$ cat src/tm3_map.vh
// constants for the timer 3 control front end: register word indexes, fields, codes, resets
// assumes a 32-bit avalon-mm bus with byte addresses; register index = address[4:2]
// ============================================================
// Function
// RULE1 - at full or halted-core speed with prescaler select 0, codes 000..110 pick fast/2^11, fast/2^7, fast/2^5, fast/2^3, slow, fast/2, fast and 111 the pin.
// RULE2 - with prescaler select 1 code 000 picks slow/2^3, and at low speed only 000 (slow/2^3), 100 (slow), 110 (fast) and the pin are usable.
// RULE3 - software picks the fast clock at low speed only when the counter serves as the warm-up counter.
// RULE4 - mode 000 is 8-bit timer, 001 divider output, 010 pwm, 011 16-bit cascade, and 1** is reserved.
// RULE5 - in cascade software holds this mode at 011 and the working mode comes from the partner mode field.
// RULE6 - in cascade the clock comes from this clock field while run and flip-flop level come from the partner bits.
// RULE7 - software leaves mode, clock and flip-flop bits alone while running and in the stopping write.
// RULE8 - new mode, clock and flip-flop values take effect in the write that moves run from 0 to 1.
// RULE9 - software does not rewrite the period register while running.
// RULE10 - the pulse-width register may change while running only in 8-bit or 16-bit pwm.
// RULE11 - the counter has one control register and two 8-bit timer registers, period and pulse width.
// RULE12 - flip-flop control 0 clears and 1 sets the output flip-flop when the counter starts.
// RULE13 - when the partner mode top bit is set the upper byte is clocked by this counter overflow.
// ============================================================
`ifndef TM3_MAP_VH
`define TM3_MAP_VH

// register word indexes
`define TM3_IDX_CONTROL 3'h0
`define TM3_IDX_PERIOD 3'h1
`define TM3_IDX_PULSE 3'h2
`define TM3_IDX_STATUS 3'h3
`define TM3_IDX_CONFIG 3'h4

// control register fields
`define TM3_FF_BIT 7
`define TM3_CK_HI 6
`define TM3_CK_LO 4
`define TM3_RUN_BIT 3
`define TM3_MODE_HI 2
`define TM3_MODE_LO 0

// reset values
`define TM3_RST_CONTROL 8'h00
`define TM3_RST_PERIOD 8'h00
`define TM3_RST_PULSE 8'h00

// operating modes
`define TM3_MODE_TIMER 3'h0
`define TM3_MODE_DIVOUT 3'h1
`define TM3_MODE_PWM8 3'h2
`define TM3_MODE_CASCADE 3'h3
`define TM3_PMODE_PWM16 3'h6

// clock codes
`define TM3_CK_SLOW0 3'h0
`define TM3_CK_DIV7 3'h1
`define TM3_CK_DIV5 3'h2
`define TM3_CK_DIV3 3'h3
`define TM3_CK_SLOW 3'h4
`define TM3_CK_DIV1 3'h5
`define TM3_CK_FAST 3'h6
`define TM3_CK_PIN 3'h7

// prescaler tap lengths: fast/2^n ticks when the low n bits are all ones
`define TM3_PRE_W 11
`define TM3_SLOW_DIV_W 3

`endif

$ cat src/tm3_clksel.v
// clock source prescaler and selector for the timer 3 front end
// assumes clk is the fast clock; the slow clock pin and the counter pin are asynchronous
`include "tm3_map.vh"
`timescale 1ns/10ps
`default_nettype none

module tm3_clksel (
  // clock and reset
  input wire clk,
  input wire sys_rst,
  input wire ce,
  // pins
  input wire low_freq_clk_pin,
  input wire count_pin,
  // selection
  input wire [2:0] clk_code,
  input wire prescaler_source_select,
  input wire low_speed,
  // result
  output reg src_tick,
  output reg src_legal
);

  reg [`TM3_PRE_W-1:0] pre_r;
  reg [`TM3_SLOW_DIV_W-1:0] slowdiv_r;
  reg [1:0] slow_sync_r;
  reg [1:0] pin_sync_r;
  reg slow_prev_r;
  reg pin_prev_r;
  wire slow_edge;
  wire pin_edge;
  wire slow8_tick;

  assign slow_edge = slow_sync_r[1] & ~slow_prev_r;
  assign pin_edge = pin_sync_r[1] & ~pin_prev_r;
  assign slow8_tick = slow_edge & (&slowdiv_r);

  // ============================================================
  // synchronisers, edge detect, dividers
  always @(posedge clk or posedge sys_rst) begin
    if (sys_rst) begin
      pre_r <= {`TM3_PRE_W{1'b0}};
      slowdiv_r <= {`TM3_SLOW_DIV_W{1'b0}};
      slow_sync_r <= 2'b00;
      pin_sync_r <= 2'b00;
      slow_prev_r <= 1'b0;
      pin_prev_r <= 1'b0;
    end else if (ce) begin
      pre_r <= pre_r + {{(`TM3_PRE_W-1){1'b0}}, 1'b1};
      slow_sync_r <= {slow_sync_r[0], low_freq_clk_pin};
      pin_sync_r <= {pin_sync_r[0], count_pin};
      slow_prev_r <= slow_sync_r[1];
      pin_prev_r <= pin_sync_r[1];
      if (slow_edge) begin
        slowdiv_r <= slowdiv_r + {{(`TM3_SLOW_DIV_W-1){1'b0}}, 1'b1};
      end
    end
  end

  // ============================================================
  // source mux; at low speed the fast taps are masked, so codes 001, 010, 011 and 101 give no tick
  always @* begin
    src_tick = 1'b0;
    src_legal = 1'b1;
    case (clk_code)
      `TM3_CK_SLOW0: begin
        if (prescaler_source_select | low_speed) begin
          src_tick = slow8_tick; // [RULE2]
        end else begin
          src_tick = &pre_r[10:0]; // [RULE1]
        end
      end
      `TM3_CK_DIV7: src_tick = &pre_r[6:0]; // [RULE1]
      `TM3_CK_DIV5: src_tick = &pre_r[4:0]; // [RULE1]
      `TM3_CK_DIV3: src_tick = &pre_r[2:0]; // [RULE1]
      `TM3_CK_SLOW: src_tick = slow_edge; // [RULE1]
      `TM3_CK_DIV1: src_tick = pre_r[0]; // [RULE1]
      `TM3_CK_FAST: src_tick = 1'b1; // [RULE1]
      default: src_tick = pin_edge; // [RULE1]
    endcase
    if (low_speed) begin
      case (clk_code)
        `TM3_CK_SLOW0, `TM3_CK_SLOW, `TM3_CK_FAST, `TM3_CK_PIN: src_legal = 1'b1; // [RULE2]
        default: begin
          src_legal = 1'b0; // [RULE2]
          src_tick = 1'b0;
        end
      endcase
    end
  end

endmodule // tm3_clksel

`default_nettype wire

$ cat src/tm3_timer_ctrl.v
// timer 3 control and configuration front end with avalon-mm register slave
// assumes single clock clk = fast clock; partner counter signals come from logic on the same clock
`include "tm3_map.vh"
`timescale 1ns/10ps
`default_nettype none

module tm3_timer_ctrl (
  // clock, reset, enable
  input wire clk,
  input wire sys_rst,
  input wire ce,
  // avalon-mm slave
  input wire [4:0] avs_address,
  input wire avs_read,
  input wire avs_write,
  input wire [31:0] avs_writedata,
  input wire [3:0] avs_byteenable,
  output reg [31:0] avs_readdata,
  output reg avs_waitrequest,
  // system state
  input wire [1:0] power_mode,
  // pins
  input wire low_freq_clk_pin,
  input wire count_pin,
  // partner counter
  input wire [2:0] partner_mode_select,
  input wire partner_run_control,
  input wire partner_flipflop_control,
  input wire partner_tick,
  input wire lower_overflow,
  // to counting datapath
  output reg count_tick_r,
  output reg upper_tick_r,
  output reg run_r,
  output reg [2:0] mode_r,
  output reg cascade_r,
  output reg output_ff_r,
  output reg [7:0] period_compare_r,
  output reg [7:0] pulse_width_r
);

  // power modes: bit1 set means the low-speed clock drives the system
  localparam [1:0] PM_LOW_SPEED_RUN = 2'h2;

  // ============================================================
  // register state
  reg [7:0] control_r;
  reg prescaler_source_select_r;
  reg [2:0] act_ck_r;
  reg [2:0] act_mode_r;
  reg partner_run_prev_r;

  wire low_speed;
  wire [2:0] wr_ck;
  wire [2:0] wr_mode;
  wire wr_run;
  wire wr_ff;
  wire own_run;
  wire act_cascade;
  wire eff_run;
  wire [2:0] eff_mode;
  wire pwm_active;
  wire src_tick;
  wire src_legal;
  wire [2:0] idx;
  wire bus_req;
  wire do_write;
  wire start_write;
  wire partner_start;

  assign low_speed = |(power_mode & PM_LOW_SPEED_RUN);
  assign idx = avs_address[4:2];
  assign bus_req = avs_read | avs_write;
  // a write lands only at the edge where waitrequest is seen low
  assign do_write = avs_write & ~avs_waitrequest & avs_byteenable[0] & ce;
  assign wr_ck = avs_writedata[`TM3_CK_HI:`TM3_CK_LO];
  assign wr_mode = avs_writedata[`TM3_MODE_HI:`TM3_MODE_LO];
  assign wr_run = avs_writedata[`TM3_RUN_BIT];
  assign wr_ff = avs_writedata[`TM3_FF_BIT];
  assign own_run = control_r[`TM3_RUN_BIT];
  assign start_write = do_write & (idx == `TM3_IDX_CONTROL) & wr_run & ~own_run;

  // ============================================================
  // effective operation
  assign act_cascade = (act_mode_r == `TM3_MODE_CASCADE); // [RULE5]
  assign eff_mode = act_cascade ? partner_mode_select : act_mode_r; // [RULE5]
  assign eff_run = act_cascade ? partner_run_control : own_run; // [RULE6]
  assign partner_start = act_cascade & partner_run_control & ~partner_run_prev_r;
  assign pwm_active = act_cascade ? (partner_mode_select == `TM3_PMODE_PWM16)
                                  : (act_mode_r == `TM3_MODE_PWM8);

  tm3_clksel u_clksel (
    .clk(clk),
    .sys_rst(sys_rst),
    .ce(ce),
    .low_freq_clk_pin(low_freq_clk_pin),
    .count_pin(count_pin),
    .clk_code(act_ck_r), // [RULE6]
    .prescaler_source_select(prescaler_source_select_r),
    .low_speed(low_speed),
    .src_tick(src_tick),
    .src_legal(src_legal)
  );

  // ============================================================
  // control register and active configuration
  always @(posedge clk or posedge sys_rst) begin
    if (sys_rst) begin
      control_r <= `TM3_RST_CONTROL;
      act_ck_r <= `TM3_CK_SLOW0;
      act_mode_r <= `TM3_MODE_TIMER;
      prescaler_source_select_r <= 1'b0;
    end else if (do_write) begin
      if (idx == `TM3_IDX_CONTROL) begin
        control_r <= avs_writedata[7:0]; // [RULE11]
        if (start_write) begin
          // settings written while stopped only go live at the start write
          act_ck_r <= wr_ck; // [RULE8]
          act_mode_r <= wr_mode; // [RULE8]
        end
      end else if (idx == `TM3_IDX_CONFIG) begin
        prescaler_source_select_r <= avs_writedata[0];
      end
    end
  end

  // ============================================================
  // timer registers: rewrites while running are dropped, pulse width excepted in pwm
  always @(posedge clk or posedge sys_rst) begin
    if (sys_rst) begin
      period_compare_r <= `TM3_RST_PERIOD;
      pulse_width_r <= `TM3_RST_PULSE;
    end else if (do_write) begin
      if ((idx == `TM3_IDX_PERIOD) && !eff_run) begin
        period_compare_r <= avs_writedata[7:0]; // [RULE9] [RULE11]
      end else if ((idx == `TM3_IDX_PULSE) && (!eff_run || pwm_active)) begin
        pulse_width_r <= avs_writedata[7:0]; // [RULE10] [RULE11]
      end
    end
  end

  // ============================================================
  // output flip-flop initial level and datapath outputs
  always @(posedge clk or posedge sys_rst) begin
    if (sys_rst) begin
      output_ff_r <= 1'b0;
      partner_run_prev_r <= 1'b0;
      count_tick_r <= 1'b0;
      upper_tick_r <= 1'b0;
      run_r <= 1'b0;
      mode_r <= `TM3_MODE_TIMER;
      cascade_r <= 1'b0;
    end else if (ce) begin
      partner_run_prev_r <= partner_run_control;
      if (start_write && (wr_mode != `TM3_MODE_CASCADE)) begin
        output_ff_r <= wr_ff; // [RULE12] [RULE8]
      end else if (partner_start) begin
        output_ff_r <= partner_flipflop_control; // [RULE6] [RULE12]
      end
      run_r <= eff_run; // [RULE6]
      mode_r <= eff_mode; // [RULE4] [RULE5]
      cascade_r <= act_cascade;
      count_tick_r <= eff_run & src_tick;
      if (partner_mode_select[2]) begin
        upper_tick_r <= lower_overflow; // [RULE13]
      end else begin
        upper_tick_r <= partner_tick;
      end
    end
  end

  // ============================================================
  // avalon-mm handshake: one wait cycle, then waitrequest low for exactly one cycle
  always @(posedge clk or posedge sys_rst) begin
    if (sys_rst) begin
      avs_waitrequest <= 1'b1;
      avs_readdata <= 32'h00000000;
    end else if (ce) begin
      if (bus_req && avs_waitrequest) begin
        avs_waitrequest <= 1'b0;
        if (!avs_read) begin
          avs_readdata <= 32'h00000000;
        end else if (idx == `TM3_IDX_CONTROL) begin
          avs_readdata <= {24'h000000, control_r};
        end else if (idx == `TM3_IDX_PERIOD) begin
          avs_readdata <= {24'h000000, period_compare_r};
        end else if (idx == `TM3_IDX_PULSE) begin
          avs_readdata <= {24'h000000, pulse_width_r};
        end else if (idx == `TM3_IDX_STATUS) begin
          // reserved mode codes are flagged so software can spot them
          avs_readdata <= {24'h000000, ~src_legal, eff_mode[2], output_ff_r,
                           act_cascade, eff_mode, eff_run}; // [RULE4]
        end else if (idx == `TM3_IDX_CONFIG) begin
          avs_readdata <= {31'h00000000, prescaler_source_select_r};
        end else begin
          avs_readdata <= 32'h00000000;
        end
      end else begin
        avs_waitrequest <= 1'b1;
      end
    end
  end

endmodule // tm3_timer_ctrl

`default_nettype wire

$ cat config.mk
export PLATFORM = sky130hd
export DESIGN_NAME = tm3_timer_ctrl
export DESIGN_NICKNAME = d
export VERILOG_FILES = /design/src/tm3_clksel.v /design/src/tm3_timer_ctrl.v
export VERILOG_INCLUDE_DIRS = /design/src
export SDC_FILE = /design/constraint.sdc
export NUM_CORES = 1
export LEC_CHECK = 0
export BUFFER_PORTS_ARGS = -buffer_cell sky130_fd_sc_hd__buf_2
export CORE_MARGIN = 10
export CORE_UTILIZATION = 30
export CTS_BUF_LIST = sky130_fd_sc_hd__clkbuf_4 sky130_fd_sc_hd__clkbuf_8
export DETAILED_ROUTE_END_ITERATION = 6
export SYNTH_ARGS = -nofsm -noshare
export SYNTH_HDL_FRONTEND = slang
export SYNTH_HIERARCHICAL = 1
export SYNTH_SLANG_ARGS = --single-unit
$ cat constraint.sdc
create_clock -name clk -period 2.1 [get_ports clk]
set_input_delay 0.42 -clock clk [delete_from_list [all_inputs] [get_ports clk]]
set_output_delay 0.42 -clock clk [all_outputs]
set_load 0.01 [all_outputs]
==> impl.org, run 1 <==
** Routing
- The routed layout has 2532 vias.
- Post-detailed-route via-to-cell ratio :: 4.81
- Dividing the detail-routed wire length by the instance count gives 16.8 um.
- The first routing iteration left 105 violations.
- Length of the first detailed-routing pass in iterations :: 4
- Total wire length :: 8.83 mm
- After detailed routing, the number of remaining DRC violations is 0.
- Final antenna-violating net count :: 0

** Clock tree
- Clock root buffer :: clkbuf_8
- The later pin in the worst-skew pair is clocked with a latency of 360 ps.
- After clock tree synthesis, the repair step resized 0 gates.
- Clock transition at the registers of the reported paths :: 80 ps
- Total clock buffers created by CTS :: 9
- In this run the deepest clock path goes through 2 buffers.
- In this run the number of H-tree levels came out at 3.
- In this run, post-CTS hold repair placed 0 buffers.
- Clock net sink count :: 69
- TritonCTS built the clock tree.
- Buffer count from post-CTS setup fixing :: 0

** STA
- Highest achievable clock rate :: 514 MHz
- In the finished design, the share of the clock period the worst path needs comes to 0.927.
- Worst Max-Slew Pin Slew :: 758 ps
- Headroom to the max-slew limit came out at 0.494.
- Worst Setup Slack, final :: 153 ps
- Counting I/O delays and the setup requirement, the final critical path takes 1950 ps.
- In the final timing run, aggregate negative setup slack is 0 ps.
- Number of endpoints with negative hold slack in the final report :: 0
- The max-slew violation count is 0.
- Across the routed clock network, the largest skew measured is 10.5 ps.
- Setup violations remaining at the end of the flow were counted as 0.
- RSZ-0062 raised after global routing :: false

** Setup path
- Number of gates on the worst path with buffers counted :: 8
- The worst register-to-register path ends at count_tick_r$_DFFE_PP0P_.
- The number of cells on the worst reg-to-reg path is 8.
- Walking the worst path, the cells encountered are ha_1 -> and3_4 -> ha_1 -> mux2_2 -> a221oi_2 -> o22ai_1 -> nand2_1 -> o22ai_1.
- Crit path capture type :: flop
- CP top delay family :: flip-flops
- Of all nets on the critical path, the largest fanout is 5.
- CP Launch Type :: flop
- Data on the critical path is required at its endpoint by 2330 ps.
- Slowest CP cell :: dfrtp_1
- Reg-to-reg startpoint :: u_clksel/pre_r[0]$_DFFE_PP0P_
- By startpoint and endpoint, the worst setup path is classified as flop to flop.
- Max stage delay on crit path :: 440 ps
- Data on the critical path arrives at its endpoint at 2180 ps.
- Count of buffer and inverter cells on the critical path :: 0
- For flop-to-flop paths, the worst setup slack is 150 ps.

** Cells and area
- Area growth from synthesis to final layout :: 18.7%
- The net count of the finished layout is 440.
- Final standard cell utilization of the core :: 0.364
- The repair_antennas step left the layout with diodes totalling 0.
- Final non-filler cell area :: 4160 um^2
- Share of final-layout standard cells stronger than drive strength 1 :: 0.392

** Global routing
- Number of global-route vias before repair :: 2581
- Largest net degree at the start of global routing :: 21
- Global route total overflow :: 0
- Met1 track demand over resource in global routing :: 0.138
- Most utilized layer in the global route result :: met2
- For this run, global-route usage on met3 was measured as 0.0467.
- In the global route stage, met2 resource usage came out at 0.159.
- The number of antenna violations at the first check in global routing came to 0.
- Wire length of the first global-routing pass :: 14.0 mm
- Across every metal layer, demand over resource in global routing totals 0.109.

** Power and ir drop
- For this design the static power due to leakage is 2.05 nW.
- Sw power :: 1.08 mW
- The share of total power dissipated in sequential elements is 0.491.
- Share of power burned in the clock network :: 0.306
- In this run the power density over the cells is 870 nW/um^2.
- Of the total power, combinational logic draws 0.203.
- The internal portion of the total power is 2.53 mW.
- Of the total power, the share spent switching nets is 0.299.
- IR analysis of the VDD net gives a maximum drop of 0.370 mV.

** Status
- Outcome :: finished clean

** Place
- In this run the tool buffered the top-level ports with 59 buffer cells.
- Before CTS, the worst setup slack after placement is 111 ps.
- In this run the cell area measured after placement is 3960 um^2.
- At the end of routability-driven placement, the weighted congestion stood at 0.809.
- Post-DP HPWL :: 6.87 mm

** Floorplan
- In this run the count of I/O pins placed on the die edge is 114.
- The floorplan step defined a die boundary enclosing 16400 um^2.
- Die W :: 128 um
- Site row count :: 39
- Chip Height :: 128 um
- Starting density of the core :: 0.307
- Floorplan core area :: 11400 um^2

** Synth
- Cell type with the largest total area after synthesis :: dfrtp_1
- Among all flip-flop cells after synthesis, the most frequent one is dfrtp_1.
- Count of flip-flops with a built-in enable after synthesis :: 0
- The share of synthesized area in the top cell type comes to 0.486.
- Sequential-to-total area share from yosys stat :: 0.494
- After synthesis, the mean cell area works out to 11.6 um^2.
- Yosys printed 6 warnings.
- Post-Syn Instances :: 301
- In this run, distinct cell masters in the synthesized netlist total 56.
- After synthesis, the cell types taking the most area are dfrtp_1, mux2_2, buf_4, nand2_1, ha_1.
- Count of state elements after synthesis :: 69
- The cell area that synthesis handed to floorplanning was 3500 um^2.
- For this run, asynchronously set or reset flops after synthesis account for 1.00.

** Min path
- Type of the most critical hold path :: primary input to asynchronous set/reset pin

** Job
- Max-cap violations in this run came to 0.
## worst max path at each step
stage	start	to	slack, ps
after floorplan	avs_address[3]	output_ff_r$_DFFE_PP0P_	320
after global placement	avs_address[2]	act_ck_r[0]$_DFFE_PP0P_	120
after detailed placement	avs_address[2]	act_ck_r[1]$_DFFE_PP0P_	110
after CTS	u_clksel/pre_r[0]$_DFFE_PP0P_	count_tick_r$_DFFE_PP0P_	140
after global routing	u_clksel/pre_r[0]$_DFFE_PP0P_	count_tick_r$_DFFE_PP0P_	40
final	u_clksel/pre_r[0]$_DFFE_PP0P_	count_tick_r$_DFFE_PP0P_	150
## synth_stat cells, drive strengths merged, types with 2 or more instances
library cell and instances:
ha 5, dfrtp 68, a22o 3, a21oi 5, nor3 6, a22oi 2, xnor2 5, buf 30
clkbuf 3, o31ai 2, mux2i 5, o221ai 2, nand4b 3, nand3b 2, and3 3, o211ai 3
a32o 2, mux2 44, nand4 3, o22ai 7, nor2 18, nor2b 3, xor2 4, inv 12
nor4 4, nand2b 5, o21ai 10, nand2 20, nand3 6
## per-layer routing
| layer | vias up | wire length [um] |
|---|---|---|
| li1 | 1193 | - |
| met5 | - | 0 |
| met3 | 6 | 917 |
| met1 | 1244 | 3980 |
| met2 | 89 | 3860 |
| met4 | 0 | 74 |
## layout make-up
cell class	instances	area (um^2)
Clock buffer	12	153
Clock inverter	4	47.5
Fill cell	1159	7260
Multi-Input combinational cell	210	1580
Inverter	12	45.0
Sequential cell	69	1730
Timing Repair Buffer	76	423
Tap cell	143	179
## sequential cells by signal (all words and copies together) (netlist names), 3 cells and up
name	flops
u_clksel/slowdiv_r	3
act_mode_r	3
u_clksel/pre_r	11
mode_r	3
control_r	8
avs_readdata	8
act_ck_r	3
period_compare_r	8
pulse_width_r	8
## worst reg2reg max path, cell delays in order, from the launching register on
cell and delay (ps):
dfrtp_1 440, ha_1 240, and3_4 200, ha_1 170, mux2_2 260, a221oi_2 210
o22ai_1 150, nand2_1 90, o22ai_1 60
## cells in the final DEF, fill, tap and decap left out, types with 3 or more instances in the layout
cell type   n
dfrtp_1    68
mux2_2     44
buf_2      59
nand2b_1    5
nor3_1      5
o22ai_1     7
o211ai_1    3
xnor2_1     5
mux2i_1     5
a22o_1      3
a21oi_1     5
o21ai_0     8
xor2_1      4
conb_1     24
nor4_1      4
buf_4      17
ha_1        5
nand2_1    20
nor2_1     16
inv_1      11
clkbuf_8   10
nor2b_1     3
nand3_1     6
## power by group through the flow
stage / Clock, mW / Sequential [mW] / Combinational [mW]
global route: 1.20 / 1.81 / 0.835
global placement: 0 / 1.78 / 0.730
CTS: 1.15 / 1.78 / 0.753
detailed placement: 0 / 1.80 / 0.750
finish: 1.10 / 1.77 / 0.735
floorplan: 0 / 1.79 / 0.500
## kinds of logic (layout without fill, tap and decap cells)
logic type                 Yosys count  in the layout  synth area share
and+or+nand+nor                     78             78             0.136
DFF                                 69             69             0.494
muxes                               49             49             0.156
AOI/OAI and AO/OA                   45             45            0.0936
buffers and inverters               45            104            0.0797
xor gates and xnor gates             9              9            0.0225
adders and majority gates            5              5            0.0179
other                                1             24           0.00107
## through the flow
step                instances  power, mW  hold WS [ps]
detailed placement        510       2.55           458
finish                    526       3.61          64.5
global placement          510       2.51           447
global route              526       3.85          79.2
floorplan                 324       2.29           384
CTS                       526       3.68          59.5
No activity file was read; power rests on OpenSTA's default activity.
==> run 2, diff against run 1 <==
CORE_ASPECT_RATIO = 0.9   (was not set)
==> impl.org, run 2 (synthesis gave the netlist of run 1 again) <==
** Place
- RD Place Congestion :: 0.811
- Total placed instance area :: 3970 um^2
- Worst setup slack after placement :: 103 ps
- IO buf count :: 59
- Post-DP HPWL :: 6.68 mm

** Setup path
- The worst setup path is launched from a flop.
- Max stage delay on crit path :: 440 ps
- The most critical setup path has its endpoint at count_tick_r$_DFFE_PP0P_.
- Register-to-register path setup slack :: 130 ps
- Crit path capture type :: flop
- Kind of critical path :: flop to flop
- Timing startpoint of the critical path :: u_clksel/pre_r[0]$_DFFE_PP0P_
- Of all nets on the critical path, the largest fanout is 5.
- The largest individual stage delay along the critical path comes from the cell dfrtp_1.
- The signal on the critical path passes through ha_1 -> and3_4 -> ha_1 -> mux2_2 -> a221oi_2 -> o22ai_1 -> nand2_1 -> o22ai_1.
- Worst endpoint data arrival time :: 2190 ps
- Reg-to-reg startpoint :: u_clksel/pre_r[0]$_DFFE_PP0P_
- The worst register-to-register path has a depth of 8.
- In this run the critical register-to-register path is captured at count_tick_r$_DFFE_PP0P_.
- At the worst endpoint, the required time is 2320 ps.

** Routing
- Dividing the detail-routed wire length by the instance count gives 16.0 um.
- Post-detailed-route via-to-cell ratio :: 4.62
- Final antenna-violating net count :: 0
- For this block, the initial DRC count from the detailed router was 136.
- Total wire length :: 8.62 mm
- Length of the first detailed-routing pass in iterations :: 4
- Detailed routing inserted a total of 2486 vias.
- Post-route DRC violation count :: 0

** STA
- Post-route fraction of the period consumed by the critical path :: 0.938
- Setup violations remaining at the end of the flow were counted as 0.
- Across the routed clock network, the largest skew measured is 10.2 ps.
- Summed over all failing endpoints, the final setup total negative slack is 0 ps.
- Final period demand of the worst path :: 1970 ps
- The max-slew violation count is 0.
- The final-report hold violation count is 0.
- At the pin with the least slew margin, the transition time is 742 ps.
- RSZ-0062 raised after global routing :: false
- The worst path meets setup with 131 ps of slack.
- In this run the tightest slew margin relative to its limit is 0.505.
- Highest achievable clock rate :: 508 MHz

** Clock tree
- Once the clock tree was built, the resizer swapped 0 gates to a different size.
- The tree is rooted in a clkbuf_8.
- Clock net sink count :: 69
- Worst-skew pair later-pin latency :: 350 ps
- TritonCTS created 9 clock buffers.
- H-Tree Level Count :: 3
- TritonCTS clock tree :: yes
- Clock transition at the registers of the reported paths :: 80 ps
- Number of hold buffers added after CTS :: 1
- Post-CTS timing repair inserted 0 buffers for setup.
- In this run the deepest clock path goes through 2 buffers.

** Global routing
- Gr usage total :: 0.107
- Largest net degree at the start of global routing :: 42
- Number of antenna violations at the first check in global routing :: 0
- The first global-routing pass estimated 13.8 mm of wire.
- Global routing finished with a remaining overflow of 0.
- The number of global-route vias before repair was 2521.

** Floorplan
- Starting density of the core :: 0.306
- The die is 134 um wide.
- Site row count :: 37
- From bottom edge to top edge, the die measures 122 um.
- In this run the standard cell core region covers 11400 um^2.
- Area enclosed by the die boundary :: 16400 um^2
- During I/O placement, the number of pins put on the boundary was 114.

** Cells and area
- Largest reg by FF count :: u_clksel/pre_r
- Leading cell type in the layout, fill and taps excluded :: dfrtp_1
- Post-layout nets :: 439
- Final non-filler cell area :: 4210 um^2
- Share of final-layout standard cells stronger than drive strength 1 :: 0.387
- Measured on the finished design, the core utilization comes to 0.368.
- Leading cell types in the layout, fill and taps excluded :: dfrtp_1, buf_2, mux2_2, conb_1, nand2_1
- Area growth from synthesis to final layout :: 20.3%
- 0 antenna diodes ended up in the layout.
- The register with the most flip-flops in the layout has 11 of them.

** Power and ir drop
- The worst-case IR drop observed on VDD is 0.472 mV.
- PD cells :: 894 nW/um^2
- Summed over all cells, the static leakage comes to 2.06 nW.

** Status
- Outcome :: finished clean

** Min path
- Type of the most critical hold path :: primary input to flop

** Job
- Maxcap violations :: 0
[run 2: changes by cell type in the layout (fill, tap and decap cells not counted)]
cell           change
clkinv_4           +2
clkinv_2           -2
inv_6              +1
dlygate4sd3_1      +1
buf_4              -3
buf_12             +1
bufinv_16          +1
clkbuf_4           -2
[run 2: per-layer routing]
layer | wire [um] | GRT usage
met4 | 78 | 0.0285
met2 | 3580 | 0.151
met1 | 4280 | 0.146
met3 | 679 | 0.0462
met5 | 0 | 0
[run 2: critical path, delay by kind of cell, from the launching register on]
kind / cells / cell delay [ps]
flops: 1 / 440
mux: 1 / 260
fa+ha+maj: 2 / 420
simple gates: 2 / 300
compound gates: 3 / 430
[run 2: area by class of cell]
type	count	area (um^2)
fill	1164	7220
inverter	12	45.0
clock buffer	10	138
multi-input combinational	210	1580
tap	156	195
timing repair buffer	75	430
sequential	69	1730
clock inverter	6	93.8
[run 2: stage by stage]
step / hold WS, ps / instances / power (mW)
after global routing: 277 / 538 / 3.98
after global placement: 354 / 521 / 2.52
after floorplan: 384 / 324 / 2.29
final: 297 / 538 / 3.76
after CTS: 287 / 538 / 3.81
after detailed placement: 357 / 521 / 2.56
[run 2: how the worst min path moves through the flow]
stage / start / endpoint / slack [ps] / cells past startpoint
3_5_place_dp: sys_rst / period_compare_r[4]$_DFFE_PP0P_ / 360 / 2
6_report: low_freq_clk_pin / u_clksel/slow_sync_r[0]$_DFFE_PP0P_ / 300 / 2
2_1_floorplan: sys_rst / u_clksel/pin_prev_r$_DFFE_PP0P_ / 380 / 1
5_1_grt: low_freq_clk_pin / u_clksel/slow_sync_r[0]$_DFFE_PP0P_ / 280 / 2
3_3_place_gp: sys_rst / period_compare_r[4]$_DFFE_PP0P_ / 350 / 2
4_1_cts: low_freq_clk_pin / u_clksel/slow_sync_r[0]$_DFFE_PP0P_ / 290 / 2
[run 2: power by group]
part / switching, mW / internal [mW]
registers: 0.217 / 1.56
logic: 0.371 / 0.376
clock network: 0.533 / 0.709
total: 1.12 / 2.64
==> run 3, diff against run 2 <==
clock period = 1.74 ns   (was 2.1 ns; I/O delays follow)
==> impl.org, run 3 (synthesis gave the netlist of run 1 again) <==
** Routing
- Uppermost metal layer occupied by signal nets :: met4
- After detailed routing, the wire length on met1 is 4.10 mm.
- The first routing iteration left 94 violations.
- Detailed routing placed a total of 544 um of wire on met3.
- The count of nets left with antenna violations once routing finished came out at 0.
- DR vias :: 2559
- Routed WL per cell :: 15.5 um
- Dividing the detail-routed via count by the number of cells gives 4.63.
- The routed design uses 3.81 mm of met2 wire.
- Length of the first detailed-routing pass in iterations :: 4
- Total wire length :: 8.57 mm
- Post-route DRC violation count :: 0

** Min path
- Type of the most critical hold path :: primary input to flop

** STA
- The final-report hold violation count was 0.
- Final period demand of the worst path :: 1830 ps
- After routing, the total negative slack on setup checks comes to -93.5 ps.
- Worst Setup Slack, final :: -93.5 ps
- The tightest hold path in the finished design has a slack of 227 ps.
- RSZ-0062 raised after global routing :: true
- Setup violations remaining at the end of the flow were counted as 1.
- Worst Max-Slew Pin Slew :: 523 ps
- The clock arrives with 4.44 ps of skew.
- Of the available clock period, the critical path in the final layout requires 1.05.
- Worst slew margin :: 0.648
- The max-slew violation count came to 0.
- Highest achievable clock rate :: 545 MHz

** Clock tree
- Clock latency on the worst-skew pair, taken at its later pin, is 350 ps.
- Maximum buffer depth of the clock tree :: 2
- H-Tree Level Count :: 3
- The clock drives 69 sinks.
- The tree is rooted in a clkbuf_8.
- TritonCTS built the clock tree.
- Buffer count from post-CTS setup fixing :: 0
- Clock-pin slew was measured on the worst setup and hold paths at 70 ps.
- Total clock buffers created by CTS :: 9

** Setup path
- At the worst endpoint, the required time is 1970 ps.
- Worst endpoint data arrival time :: 2070 ps
- CP top delay family :: compound AO/OA/AOI/OAI gates
- Slowest CP cell :: dfrtp_1
- The number of buffers and inverters on the critical path is 0.
- Max stage delay on crit path :: 390 ps
- Critical-path maximum fanout :: 2
- Crit path capture type :: flop
- The worst setup path is of the flop to flop kind.
- STA classifies the critical path startpoint as a flop.
- Cell-by-cell listing of the critical path :: ha_2 -> and3_4 -> ha_1 -> mux2_2 -> a221oi_2 -> o22ai_2 -> nand2_1 -> o22ai_1

** Cells and area
- Final standard cell utilization of the core :: 0.382
- Leading cell type in the layout, fill and taps excluded :: dfrtp_1
- In the final layout, the multi-input gates occupy 1600 um^2.
- Final non-filler cell total :: 553
- Max FFs per register :: 11
- Post-layout nets :: 455
- Fillers :: 1158
- Share of final-layout standard cells stronger than drive strength 1 :: 0.416
- Antenna cells :: 0
- Relative to the synthesized area, the layout overhead comes to 24.8%.
- The library cells used most frequently in the layout, excluding fill and tap cells, are dfrtp_1, buf_2, mux2_2, buf_4, conb_1.
- Final non-filler cell area :: 4370 um^2
- In the final layout, flip-flops and latches occupy 1730 um^2.
- Counting flops per register, the top entry is u_clksel/pre_r.

** Global routing
- Gr usage total :: 0.109
- Entering global routing, the biggest net connects 36 pins.
- Number of global-route vias before repair :: 2620
- Global route total overflow :: 0
- Wire length of the first global-routing pass :: 14.2 mm
- Number of antenna violations at the first check in global routing :: 0

** Floorplan
- Site row count :: 37
- The core region is 11400 um^2.
- The initial utilization of the core area, before any placement, comes to 0.306.
- The floorplan step defined a die boundary enclosing 16400 um^2.
- Die W :: 134 um
- 114 I/O pins were placed.
- The floorplan step set the die height to 122 um.

** Power and ir drop
- Across the VDD grid, the largest voltage drop is 0.658 mV.
- Summed over all cells, the static leakage comes to 2.14 nW.
- In this run the power density over the cells is 1070 nW/um^2.
- The completed layout was analyzed and its total power is 4.70 mW.

** Place
- Worst setup slack after placement :: -88.8 ps
- Total placed instance area :: 4100 um^2
- Detailed placement ended at an HPWL of 6.62 mm.
- After detailed placement, the design holds a cell count of 537.
- Buffers placed on the I/O ports in this run total 59.
- Routability-driven placement finished with a final weighted congestion of 0.810.

** Status
- The run finished, with violations left.
- Failing checks :: negative setup slack

** Job
- Max-cap violations in this run came to 0.
run 3: area by class of cell:
| type | instances | share of cell area |
|---|---|---|
| flip-flops and latches | 69 | 0.395 |
| multi-input cells | 210 | 0.367 |
| repair buffers | 91 | 0.129 |
| well taps | 156 | 0.0447 |
| clock buffers | 9 | 0.0284 |
| clock inverters | 6 | 0.0258 |
| inverters | 12 | 0.0103 |
run 3: repair_timing:
item	in CTS	in global routing
endpoints found under the hold margin	14	0
hold buffers	1	0
cloned	0	0
endpoints found under the setup margin	1	8
gates resized for setup	1	1
pin swaps	0	1
run 3: final timing paths:
path,startpoint,slack [ps],endpoint,cells after the start
max in group asynchronous,sys_rst,650,avs_waitrequest$_DFFE_PP1P_,4
hold / removal,low_freq_clk_pin,230,u_clksel/slow_sync_r[0]$_DFFE_PP0P_,2
setup / recovery,u_clksel/pre_r[1]$_DFFE_PP0P_,-90,count_tick_r$_DFFE_PP0P_,8
min in group asynchronous,sys_rst,520,act_ck_r[0]$_DFFE_PP0P_,3
hold reg to reg,u_clksel/pre_r[10]$_DFFE_PP0P_,460,u_clksel/pre_r[10]$_DFFE_PP0P_,1
setup reg to reg,u_clksel/pre_r[1]$_DFFE_PP0P_,-90,count_tick_r$_DFFE_PP0P_,8
run 3: routing by layer:
metal / up-vias / track usage
met3: 11 / 0.0380
met2: 68 / 0.163
met5: - / 0
met1: 1261 / 0.144
li1: 1219 / -
met4: 0 / 0.0408
run 3: power by group:
group / leakage (nW) / internal (mW) / switching (mW)
clock: 0.108 / 0.943 / 0.614
sequential: 0.889 / 1.88 / 0.217
combinational: 1.14 / 0.531 / 0.510
